==> src/pkg/ilc_pkg.sv <==
// constants and types for the input line conditioner
package ilc_pkg;
	// ****************************************
	// line count and selection
	// ****************************************
	localparam int unsigned NUM_LINES      = 3;
	localparam int unsigned SEL_W          = 2;
	localparam logic [1:0]  SEL_LINE1      = 2'h0;
	localparam logic [1:0]  SEL_LINE2      = 2'h1;
	localparam logic [1:0]  SEL_LINE3      = 2'h2;
	// ****************************************
	// debounce timing
	// ****************************************
	localparam int unsigned CLK_MHZ        = 200;
	localparam int unsigned TIME_W         = 20;
	localparam int unsigned MAX_TIME_US    = 1000000;
	localparam int unsigned CYC_PER_US     = CLK_MHZ;
	localparam int unsigned TICK_W         = 8;
	localparam logic [7:0]  TICK_LAST      = 8'(CYC_PER_US - 1);
	localparam logic [19:0] TIME_RESET     = 20'h00000;
	localparam logic [19:0] TIME_LIMIT     = 20'(MAX_TIME_US);
	// ****************************************
	// reset values of per-line settings
	// ****************************************
	localparam logic        FLIP_RESET     = 1'b0;
	localparam logic        TERM_RESET     = 1'b0;
	// ****************************************
	// trigger routing targets
	// ****************************************
	localparam int unsigned NUM_TARGETS    = 5;
	localparam int unsigned TGT_ACQ_START  = 0;
	localparam int unsigned TGT_FRAME      = 1;
	localparam int unsigned TGT_LINE       = 2;
	localparam int unsigned TGT_ENC_A      = 3;
	localparam int unsigned TGT_ENC_B      = 4;
	localparam logic [1:0]  ROUTE_ACQ_RST  = SEL_LINE1;
	localparam logic [1:0]  ROUTE_FRM_RST  = SEL_LINE3;
	localparam logic [1:0]  ROUTE_LIN_RST  = SEL_LINE1;
	localparam logic [1:0]  ROUTE_ENA_RST  = SEL_LINE1;
	localparam logic [1:0]  ROUTE_ENB_RST  = SEL_LINE2;
	// ****************************************
	// filter states
	// ****************************************
	typedef enum logic [1:0] {
		FLT_STABLE  = 2'b01,
		FLT_QUALIFY = 2'b10
	} ilc_flt_state_type;
endpackage

==> src/rtl/ilc_debounce.sv <==
// one line: synchroniser, debounce filter and polarity flip
`timescale 1ns/10ps
module ilc_debounce
	import ilc_pkg::*;
(
	// clock and reset
	input  wire logic              ref_clk_in,
	input  wire logic              rst_in,
	input  wire logic              clk_en_in,
	// per-line settings
	input  wire logic [TIME_W-1:0] filter_time_us_in,
	input  wire logic              polarity_flip_in,
	input  wire logic              restart_in,
	// raw pin and result
	input  wire logic              raw_in,
	output logic                   line_out
);
	// ****************************************
	// state
	// ****************************************
	logic              sync_a;
	logic              sync_b;
	logic              next_sync_a;
	logic              next_sync_b;
	ilc_flt_state_type state;
	ilc_flt_state_type next_state;
	logic              level;
	logic              next_level;
	logic [TICK_W-1:0] tick;
	logic [TICK_W-1:0] next_tick;
	logic [TIME_W-1:0] us_cnt;
	logic [TIME_W-1:0] next_us_cnt;
	logic              flipped;
	logic              next_flipped;

	// ****************************************
	// next values
	// ****************************************
	always_comb begin
		next_sync_a  = raw_in;
		next_sync_b  = sync_a;
		next_state   = state;
		next_level   = level;
		next_tick    = tick;
		next_us_cnt  = us_cnt;
		if (filter_time_us_in == TIME_RESET) begin
			// no filter time: pass straight through
			next_state = FLT_STABLE;
			next_level = sync_b;
			next_tick  = '0;
			next_us_cnt = '0;
		end else if (restart_in) begin
			next_state  = FLT_STABLE;
			next_tick   = '0;
			next_us_cnt = '0;
		end else begin
			case (state)
				FLT_STABLE: begin
					next_tick   = '0;
					next_us_cnt = '0;
					if (sync_b != level) begin
						next_state = FLT_QUALIFY;
					end
				end
				FLT_QUALIFY: begin
					if (sync_b == level) begin
						// bounced back before the time ran out
						next_state  = FLT_STABLE;
					end else if (tick == TICK_LAST) begin
						next_tick = '0;
						if (us_cnt + 20'h00001 >= filter_time_us_in) begin
							next_level = sync_b;
							next_state = FLT_STABLE;
						end else begin
							next_us_cnt = TIME_W'(us_cnt + 20'h00001);
						end
					end else begin
						next_tick = TICK_W'(tick + 8'h01);
					end
				end
				default: begin
					next_state = FLT_STABLE;
				end
			endcase
		end
		next_flipped = next_level ^ polarity_flip_in;
	end

	// ****************************************
	// registers
	// ****************************************
	always_ff @(posedge ref_clk_in or posedge rst_in) begin
		if (rst_in) begin
			sync_a  <= 1'b0;
			sync_b  <= 1'b0;
			state   <= FLT_STABLE;
			level   <= 1'b0;
			tick    <= '0;
			us_cnt  <= '0;
			flipped <= FLIP_RESET;
		end else if (clk_en_in) begin
			sync_a  <= next_sync_a;
			sync_b  <= next_sync_b;
			state   <= next_state;
			level   <= next_level;
			tick    <= next_tick;
			us_cnt  <= next_us_cnt;
			flipped <= next_flipped;
		end
	end

	assign line_out = flipped;
endmodule // ilc_debounce

==> src/rtl/ilc_top.sv <==
// input line conditioner: three filtered, invertible, terminated input lines
// Behaviour
// - three independent lines with separate settings
// - each line has its own debounce filter
// - new level accepted after stable programmed time
// - filter time in microseconds, zero to one second
// - polarity flip inverts line when set
// - picker selects line before per-line writes
// - per-line termination enable output
// - each line routable to five trigger targets
`timescale 1ns/10ps
module ilc_top
	import ilc_pkg::*;
(
	// clock, reset, enable
	input  wire logic                   ref_clk_in,
	input  wire logic                   rst_in,
	input  wire logic                   clk_en_in,
	// settings port
	input  wire logic [SEL_W-1:0]       line_picker_in,
	input  wire logic                   time_wr_in,
	input  wire logic [TIME_W-1:0]      glitch_filter_time_us_in,
	input  wire logic                   flip_wr_in,
	input  wire logic                   polarity_flip_in,
	input  wire logic                   term_wr_in,
	input  wire logic                   term_resistor_on_in,
	// settings readback of the picked line
	output logic [TIME_W-1:0]           glitch_filter_time_us_out,
	output logic                        polarity_flip_out,
	output logic                        term_resistor_on_out,
	// trigger routing
	input  wire logic                   route_wr_in,
	input  wire logic [2:0]             route_target_in,
	input  wire logic [SEL_W-1:0]       route_line_in,
	// pins and results
	input  wire logic [NUM_LINES-1:0]   raw_line_in,
	output logic [NUM_LINES-1:0]        term_en_out,
	output logic [NUM_LINES-1:0]        line_out,
	output logic                        acq_start_trig_out,
	output logic                        frame_start_trig_out,
	output logic                        line_start_trig_out,
	output logic                        enc_phase_a_out,
	output logic                        enc_phase_b_out
);
	// ****************************************
	// per-line settings
	// ****************************************
	logic [TIME_W-1:0]    time_us   [NUM_LINES];
	logic [TIME_W-1:0]    next_time_us [NUM_LINES];
	logic [NUM_LINES-1:0] flip;
	logic [NUM_LINES-1:0] next_flip;
	logic [NUM_LINES-1:0] term;
	logic [NUM_LINES-1:0] next_term;
	logic [NUM_LINES-1:0] restart;
	logic [NUM_LINES-1:0] next_restart;
	logic [SEL_W-1:0]     route     [NUM_TARGETS];
	logic [SEL_W-1:0]     next_route [NUM_TARGETS];
	logic [NUM_LINES-1:0] filt;
	logic [NUM_TARGETS-1:0] trig;
	logic [NUM_TARGETS-1:0] next_trig;
	logic [TIME_W-1:0]    rd_time;
	logic                 rd_flip;
	logic                 rd_term;
	logic [TIME_W-1:0]    next_rd_time;
	logic                 next_rd_flip;
	logic                 next_rd_term;

	// ****************************************
	// helpers
	// ****************************************
	// picks a conditioned line; an unused code reads low
	function automatic logic pick_line(input logic [NUM_LINES-1:0] l, input logic [SEL_W-1:0] s);
		pick_line = (s < SEL_W'(NUM_LINES)) ? l[s] : 1'b0;
	endfunction

	// clamps the time to the supported range
	function automatic logic [TIME_W-1:0] clamp_time(input logic [TIME_W-1:0] t);
		clamp_time = (t > TIME_LIMIT) ? TIME_LIMIT : t;
	endfunction

	// ****************************************
	// settings writes
	// ****************************************
	always_comb begin
		next_flip    = flip;
		next_term    = term;
		next_restart = '0;
		for (int i = 0; i < NUM_LINES; i++) begin
			next_time_us[i] = time_us[i];
			// writes only land on the picked line
			if (line_picker_in == SEL_W'(i)) begin
				if (time_wr_in) begin
					next_time_us[i] = clamp_time(glitch_filter_time_us_in);
					next_restart[i] = 1'b1;
				end
				if (flip_wr_in) begin
					next_flip[i] = polarity_flip_in;
				end
				if (term_wr_in) begin
					next_term[i] = term_resistor_on_in;
				end
			end
		end
	end

	always_ff @(posedge ref_clk_in or posedge rst_in) begin
		if (rst_in) begin
			for (int i = 0; i < NUM_LINES; i++) begin
				time_us[i] <= TIME_RESET;
			end
			flip    <= {NUM_LINES{FLIP_RESET}};
			term    <= {NUM_LINES{TERM_RESET}};
			restart <= '0;
		end else if (clk_en_in) begin
			time_us <= next_time_us;
			flip    <= next_flip;
			term    <= next_term;
			restart <= next_restart;
		end
	end

	// ****************************************
	// trigger routing
	// ****************************************
	// a refused route write keeps the old source, so a target never goes dead
	always_comb begin
		for (int t = 0; t < NUM_TARGETS; t++) begin
			next_route[t] = route[t];
			if (route_wr_in && route_target_in == 3'(t) && route_line_in < SEL_W'(NUM_LINES)) begin
				next_route[t] = route_line_in;
			end
		end
	end

	always_ff @(posedge ref_clk_in or posedge rst_in) begin
		if (rst_in) begin
			route[TGT_ACQ_START] <= ROUTE_ACQ_RST;
			route[TGT_FRAME]     <= ROUTE_FRM_RST;
			route[TGT_LINE]      <= ROUTE_LIN_RST;
			route[TGT_ENC_A]     <= ROUTE_ENA_RST;
			route[TGT_ENC_B]     <= ROUTE_ENB_RST;
		end else if (clk_en_in) begin
			route <= next_route;
		end
	end

	// ****************************************
	// routed trigger outputs
	// ****************************************
	// registered so each output leaves a flop; costs one cycle behind line_out
	always_comb begin
		for (int t = 0; t < NUM_TARGETS; t++) begin
			next_trig[t] = pick_line(filt, route[t]);
		end
	end

	always_ff @(posedge ref_clk_in or posedge rst_in) begin
		if (rst_in) begin
			trig <= '0;
		end else if (clk_en_in) begin
			trig <= next_trig;
		end
	end

	// ****************************************
	// readback of the picked line
	// ****************************************
	always_comb begin
		next_rd_time = '0;
		next_rd_flip = 1'b0;
		next_rd_term = 1'b0;
		for (int i = 0; i < NUM_LINES; i++) begin
			if (line_picker_in == SEL_W'(i)) begin
				next_rd_time = time_us[i];
				next_rd_flip = flip[i];
				next_rd_term = term[i];
			end
		end
	end

	always_ff @(posedge ref_clk_in or posedge rst_in) begin
		if (rst_in) begin
			rd_time <= TIME_RESET;
			rd_flip <= FLIP_RESET;
			rd_term <= TERM_RESET;
		end else if (clk_en_in) begin
			rd_time <= next_rd_time;
			rd_flip <= next_rd_flip;
			rd_term <= next_rd_term;
		end
	end

	// ****************************************
	// conditioning paths
	// ****************************************
	for (genvar g = 0; g < NUM_LINES; g++) begin : g_line
		ilc_debounce ilc_debounce_inst (
			.ref_clk_in        (ref_clk_in),
			.rst_in            (rst_in),
			.clk_en_in         (clk_en_in),
			.filter_time_us_in (time_us[g]),
			.polarity_flip_in  (flip[g]),
			.restart_in        (restart[g]),
			.raw_in            (raw_line_in[g]),
			.line_out          (filt[g])
		);
	end

	assign line_out                  = filt;
	assign term_en_out               = term;
	assign glitch_filter_time_us_out = rd_time;
	assign polarity_flip_out         = rd_flip;
	assign term_resistor_on_out      = rd_term;
	assign acq_start_trig_out        = trig[TGT_ACQ_START];
	assign frame_start_trig_out      = trig[TGT_FRAME];
	assign line_start_trig_out       = trig[TGT_LINE];
	assign enc_phase_a_out           = trig[TGT_ENC_A];
	assign enc_phase_b_out           = trig[TGT_ENC_B];
endmodule // ilc_top
==> config.mk <==
export PLATFORM = sky130hd
export DESIGN_NAME = ilc_top
export DESIGN_NICKNAME = d
export VERILOG_FILES = /design/src/pkg/ilc_pkg.sv /design/src/rtl/ilc_debounce.sv /design/src/rtl/ilc_top.sv
export SDC_FILE = /design/constraint.sdc
export NUM_CORES = 1
export LEC_CHECK = 0
export BUFFER_PORTS_ARGS = -buffer_cell sky130_fd_sc_hd__clkbuf_2
export CAP_MARGIN = 20
export CORE_MARGIN = 2
export CORE_UTILIZATION = 65
export DETAILED_ROUTE_END_ITERATION = 8
export PLACE_DENSITY_LB_ADDON = 0.1
export SYNTH_ARGS = -nofsm -noshare
export SYNTH_HDL_FRONTEND = slang
export SYNTH_SLANG_ARGS = --single-unit
export TNS_END_PERCENT = 50
==> constraint.sdc <==
create_clock -name ref_clk_in -period 12 [get_ports ref_clk_in]
set_clock_uncertainty 0.15 [all_clocks]
set_input_delay 0.6 -clock ref_clk_in [delete_from_list [all_inputs] [get_ports ref_clk_in]]
set_output_delay 0.6 -clock ref_clk_in [all_outputs]
set_load 0.005 [all_outputs]
## Word level (Yosys, flattened, before mapping)

Cells that the tools add are included.

- Flip-flop bits (word level): 208
- Bits of input ports: 39
- Output and inout port bits: 33
- Word-level logic and storage cells: 245

- Add/subtract/negate cells: 6
- $lt $le $gt $ge: 15
- Eq/ne operators: 39
- Mux-type cells: 101
- Bitwise operators: 3
- Reduce and logical (&&, ||, !) cells: 41

Operators with widths:

| kind | count |
|---|---|
| two-way mux 20 bit | 19 |
| one-hot mux 20 bit (2 select lines) | 3 |
| two-way mux 8 bit | 12 |
| adder 20 x 1 -> 20 bit, second input constant | 3 |
| greater-or-equal comparator 20 bit | 3 |
| zero test 20 bit | 3 |
| one-hot mux 8 bit (2 select lines) | 3 |
| two-way mux 1 bit | 38 |
| two-way mux 2 bit | 18 |
| AND reduction 3 bit | 12 |
| != test 5 x 2 -> 1 bit, second input constant | 6 |
| adder 8 x 1 -> 8 bit, second input constant | 3 |
| equality test 8 bit, second input constant | 3 |
| != test 4 x 2 -> 1 bit, second input constant | 6 |
| != test 4 x 3 -> 1 bit, second input constant | 6 |
| > comparator 20 bit, second input constant | 1 |
| less-than comparator 2 x 3 -> 1 bit, second input constant | 5 |
| AND reduction 5 bit | 3 |
| less-than comparator 2 bit, second input constant | 6 |
| one-hot mux 2 bit (2 select lines) | 3 |
| AND reduction 4 bit | 3 |
| nonzero test 4 bit | 3 |
| binary-select mux 1 bit (select 2 bit) | 5 |
| logical AND 1 bit | 10 |
| 11 further kinds | 28 |

## Longest topological paths before layout

- Word-level depth: 9
- Depth in mapped cells: 17
- Gate-level depth less buffers: 15

## Hierarchy

From an unflattened synthesis, not the netlist that was laid out.

- Cell total of the unflattened synthesis: 1294
- Area total of the unflattened synthesis: 12245.5 um^2

Modules (own cells, without submodules):

| module | instances | cells each | area an instance (um^2) | sequential area each (um^2) |
|---|---|---|---|---|
| ilc_debounce | 3 | 275 | 2502.4 | 852.1 |
| ilc_top | 1 | 469 | 4738.3 | 2655.0 |

## Least setup slack after synthesis

OpenSTA, ideal clock, no wires.

- Path kind: register to register
- Start: reg g_line[2].ilc_debounce_inst.us_cnt[2]
- End: reg g_line[2].ilc_debounce_inst.state[1]
- Setup time: 125 ps
- Data arrival time: 3610 ps
- Data required time: 11725 ps
- Setup slack: 8116 ps
- Stages on the path, launching flop included: 14
- Path buffers: 0
- Period minus slack after synthesis: 3884 ps
- Path through: dfrtp_1 nand3_1 nor4_1 and2_1 nand3_1 xnor2_1 ha_1 nand4_1 nor4_1 a32o_1 a2111oi_4 o21ai_0 o211ai_1 mux2_2

- Longest elaborated chain between the ends: 4

Ends and longest elaborated chain:

| element | line | text |
|---|---|---|
| from (decl) | ilc_debounce.sv:31 | `logic [TIME_W-1:0] us_cnt;` |
| from (signal assigned) | ilc_debounce.sv:107 | `us_cnt <= next_us_cnt;` |
| adder 20 x 1 -> 20 bit | ilc_debounce.sv:71 | `if (us_cnt + 20'h00001 >= filter_time_us_in) begin` |
| greater-or-equal comparator 20 bit | ilc_debounce.sv:71 |  |
| != test 5 x 2 -> 1 bit (no source line) | - |  |
| AND reduction 4 bit (no source line) | - |  |
| to (signal assigned) | ilc_debounce.sv:104 | `state <= next_state;` |
| to (decl) | ilc_debounce.sv:25 | `ilc_flt_state_type state;` |

Every way passes these cells.
A chain may end at the register's enable or synchronous reset.

## Worst setup path after layout

- Start: reg g_line[2].ilc_debounce_inst.us_cnt[2]
- End: reg g_line[2].ilc_debounce_inst.us_cnt[12]

- Longest elaborated chain between the ends: 7
- Elaborated cells between the ends (all ways): 10
- Those cells by class: add/sub: 1; order compare: 1; eq/ne: 1; mux: 6; reduce/logical: 1

Ends and longest elaborated chain:

| element | line |
|---|---|
| adder 20 x 1 -> 20 bit (*) | ilc_debounce.sv:71, ilc_debounce.sv:75 |
| parallel branches: the longest is 6 deep, another holds greater-or-equal comparator 20 bit | - |

Every way passes the cells marked *. The select of a mux whose other input is x is not followed.

==> results.json <==
{
  "clock_latency_ps": 510,
  "wl_per_cell_um": 17.45,
  "max_freq_mhz": 204.0,
  "drc": 0,
  "finalPower_mw": 2.027,
  "die_height_um": 138.9,
  "synth_edf_count": 0,
  "dp_hpwl_um": 19940,
  "grt_overflow_total": 0,
  "tightest_slew_ps": 1030,
  "die-area_um2": 19300,
  "grt_pass1_wl_um": 46390,
  "syn-cell-area_um2": 11840,
  "portBuffers": 71,
  "synth_xor_xnor_area_share_pct": 5.254,
  "setup_viol": 0,
  "tns_ps": 0,
  "crit_arrival_ps": 5150,
  "wl_met3_um": 1345,
  "cts_resized": 0,
  "required_ps": 12250,
  "ys_ff_latch": 208,
  "root_buffer": "clkbuf_16",
  "post_cts_buffers": 0,
  "critPathLaunchType": "flop",
  "numCtsBuffers": 23,
  "synth_mux_area_share_pct": 6.407,
  "cts_tree": "built",
  "critical_path_class": "flop to flop",
  "maxCapViolCount": 0,
  "areaGrowthSynthToFinish_pct": 11.21,
  "synthSimpleGateAreaFrac_pct": 19.49,
  "outcome": "completed",
  "gr-usage-all-layers_pct": 29.05,
  "antenna_found_initial": 0,
  "ant_nets": 0,
  "syn_avg_cell_area_um2": 9.014,
  "critPathCaptureType": "flop",
  "nFillCells": 1352,
  "grt_max_degree": 131,
  "firstDrtPassIters": 5,
  "ys_types": 63,
  "layout-drive-gt1-share_pct": 13.17,
  "synth-seq-area-share_pct": 44.03,
  "h-tree-depth": 1,
  "hold_buffers": 0,
  "rsz0062_at_grt": "false",
  "peakVddDrop_v": 0.0001459,
  "wl_met1_um": 12760,
  "ioPinCount": 72,
  "synth_top_family_by_area": "simple AND/OR/NAND/NOR gates",
  "post-route-min-period_ps": 4901,
  "syn-num-nets": 1418,
  "path_clk_slew_ps": 60,
  "vias": 9620,
  "holdWs_ps": 113.8,
  "die_x_um": 138.9,
  "rows": 49,
  "place_congestion": 0.8607,
  "clock-sinks": 208,
  "layout.nets": 1473,
  "route.met2.wl_um": 13060,
  "synth_compound_area_share_pct": 13.21,
  "diodes": 0,
  "top_layer": "met4",
  "hold_viol": 0,
  "worstPathMaxFanout": 31,
  "synth-main-ff-cell": "dfrtp_1",
  "p_per_area_nw_per_um2": 154.0,
  "syn-instance-count": 1313,
  "final.period_utilization_pct": 40.84,
  "drt_iter0_drc": 596,
  "synthArstFlopShare_pct": 100.0,
  "cts.path.max_buffers": 3,
  "start_util_pct": 66.11,
  "synth-adder-area-share_pct": 6.977,
  "grt_pass1_vias": 9260,
  "core_um2": 17900,
  "leakage_nw": 6.067,
  "r2r_setup_slack_ps": 7100,
  "viasPerCell": 5.971,
  "min_path_type": "input pin to async pin",
  "wl_um": 28110,
  "slew_viol_final": 0,
  "slew_headroom_pct": 31.29,
  "yosysWarnings": 0
}
## placed cells by master (no fill, tap or decap), types with 3 or more instances in the layout
cell	count
a21boi_0	3
a21o_1	3
a21oi_1	69
a41o_2	4
and2_1	6
and3_1	9
and4_1	5
buf_4	12
clkbuf_1	3
clkbuf_16	23
clkbuf_2	70
clkbuf_8	8
clkinv_2	3
dfrtp_1	203
dfstp_2	5
ha_1	66
inv_1	86
mux2_2	38
mux2i_1	33
nand2_1	194
nand2b_1	6
nand3_1	43
nand4_1	46
nand4b_1	3
nor2_1	102
nor2b_1	9
nor3_1	12
nor3b_1	4
nor4_1	30
o21a_1	10
o21ai_0	129
o221ai_1	6
o31a_1	3
o31ai_1	7
o41a_1	3
or2_2	5
or3_1	7
xnor2_1	46
xor2_1	25
## cell usage after synthesis, types with 6 or more instances
| cell type | n | area share [%] |
|---|---|---|
| dfrtp_1 | 203 | 43 |
| nand2_1 | 194 | 6.2 |
| o21ai_0 | 129 | 5.5 |
| nor2_1 | 102 | 3.2 |
| inv_1 | 87 | 2.8 |
| a21oi_1 | 69 | 2.9 |
| ha_1 | 66 | 7.0 |
| nand4_1 | 46 | 2.4 |
| xnor2_1 | 46 | 3.4 |
| clkbuf_1 | 45 | 1.4 |
| nand3_1 | 43 | 1.8 |
| mux2_2 | 38 | 3.6 |
| mux2i_1 | 33 | 2.8 |
| nor4_1 | 30 | 1.6 |
| xor2_1 | 25 | 1.9 |
| nor3_1 | 14 | 0.59 |
| o21a_1 | 10 | 0.63 |
| and3_1 | 9 | 0.48 |
| nor2b_1 | 9 | 0.48 |
| o31ai_1 | 7 | 0.44 |
| or3_1 | 7 | 0.37 |
| and2_1 | 6 | 0.32 |
| nand2b_1 | 6 | 0.32 |
| o221ai_1 | 6 | 0.44 |
## power by group
| group | leakage, nW | internal [mW] | switching, mW |
|---|---|---|---|
| Sequential | 2.69 | 0.799 | 0.109 |
| Combinational | 3.00 | 0.168 | 0.252 |
| Clock | 0.375 | 0.420 | 0.279 |
| Total | 6.07 | 1.39 | 0.639 |
## sequential cells by signal (all words and copies together), names as in the netlist
signal,flops
g_line.ilc_debounce_inst.tick,24
glitch_filter_time_us_out,20
flip,3
g_line.ilc_debounce_inst.line_out,3
g_line.ilc_debounce_inst.us_cnt,60
time_us,60
term_en_out,3
g_line.ilc_debounce_inst.state,6
route,10
g_line.ilc_debounce_inst.next_sync_b,3
restart,3
trig,5
polarity_flip_out,1
term_resistor_on_out,1
g_line.ilc_debounce_inst.level,3
g_line.ilc_debounce_inst.sync_b,3
## area by class of cell
class / instances / area (um2) / share of cell area [%]
sequential: 208 / 5211 / 39.59
inverter: 87 / 334.1 / 2.538
clock buffer: 34 / 696.9 / 5.295
clock inverter: 5 / 53.80 / 0.4088
tap: 229 / 286.5 / 2.177
timing repair buffer: 85 / 488.0 / 3.708
multi-input combinational: 963 / 6091 / 46.28
## cells by family after synthesis
logic type                 Yosys count
buffers and inverters              142
AOI/OAI and AO/OA                  264
muxes                               71
DFF                                208
xor gates and xnor gates            71
and+or+nand+nor                    491
adders and majority gates           66
## metal layers
layer  track usage [%]  vias to the layer above
met1             41.36                     4589
met3             3.522                       64
met5                 0                        -
li1                  -                     4715
met2             46.82                      252
met4             9.676                        0
## critical path, stage by stage (launching register included)
cell and delay [ps]:
dfrtp_1 410, nand3_1 160, nor4_1 710, and2_1 310, nand3_1 150, xnor2_1 210, ha_1 300, nand4_1 170
nor4_1 80, a32o_1 290, a2111oi_4 810, o21ai_2 480, and2_0 310, a41o_2 220
## worst paths after layout
path / startpoint / endpoint / cells past startpoint
worst max-delay path: g_line[2].ilc_debounce_inst.us_cnt[2] / g_line[2].ilc_debounce_inst.us_cnt[12] / 13
worst min-delay path: rst_in / route[4] / 2
worst max register to register: g_line[2].ilc_debounce_inst.us_cnt[2] / g_line[2].ilc_debounce_inst.us_cnt[12] / 13
worst min register to register: trig[3] / trig[3] / 1
max in group asynchronous: rst_in / time_us[32] / 3
min in group ref_clk_in: raw_line_in[1] / g_line[1].ilc_debounce_inst.next_sync_b / 2
## metrics by stage
step,std cells,area [um2],utilization [%],setup WS [ps]
6_report,1611,13160,73.52,7099
5_1_grt,1611,13160,73.52,6788
4_1_cts,1609,13120,73.28,7181
3_5_place_dp,1570,12370,69.09,7214
3_3_place_gp,1570,12370,69.09,7315
2_1_floorplan,1313,11840,-,5577
(Power assumes the default switching activity.)
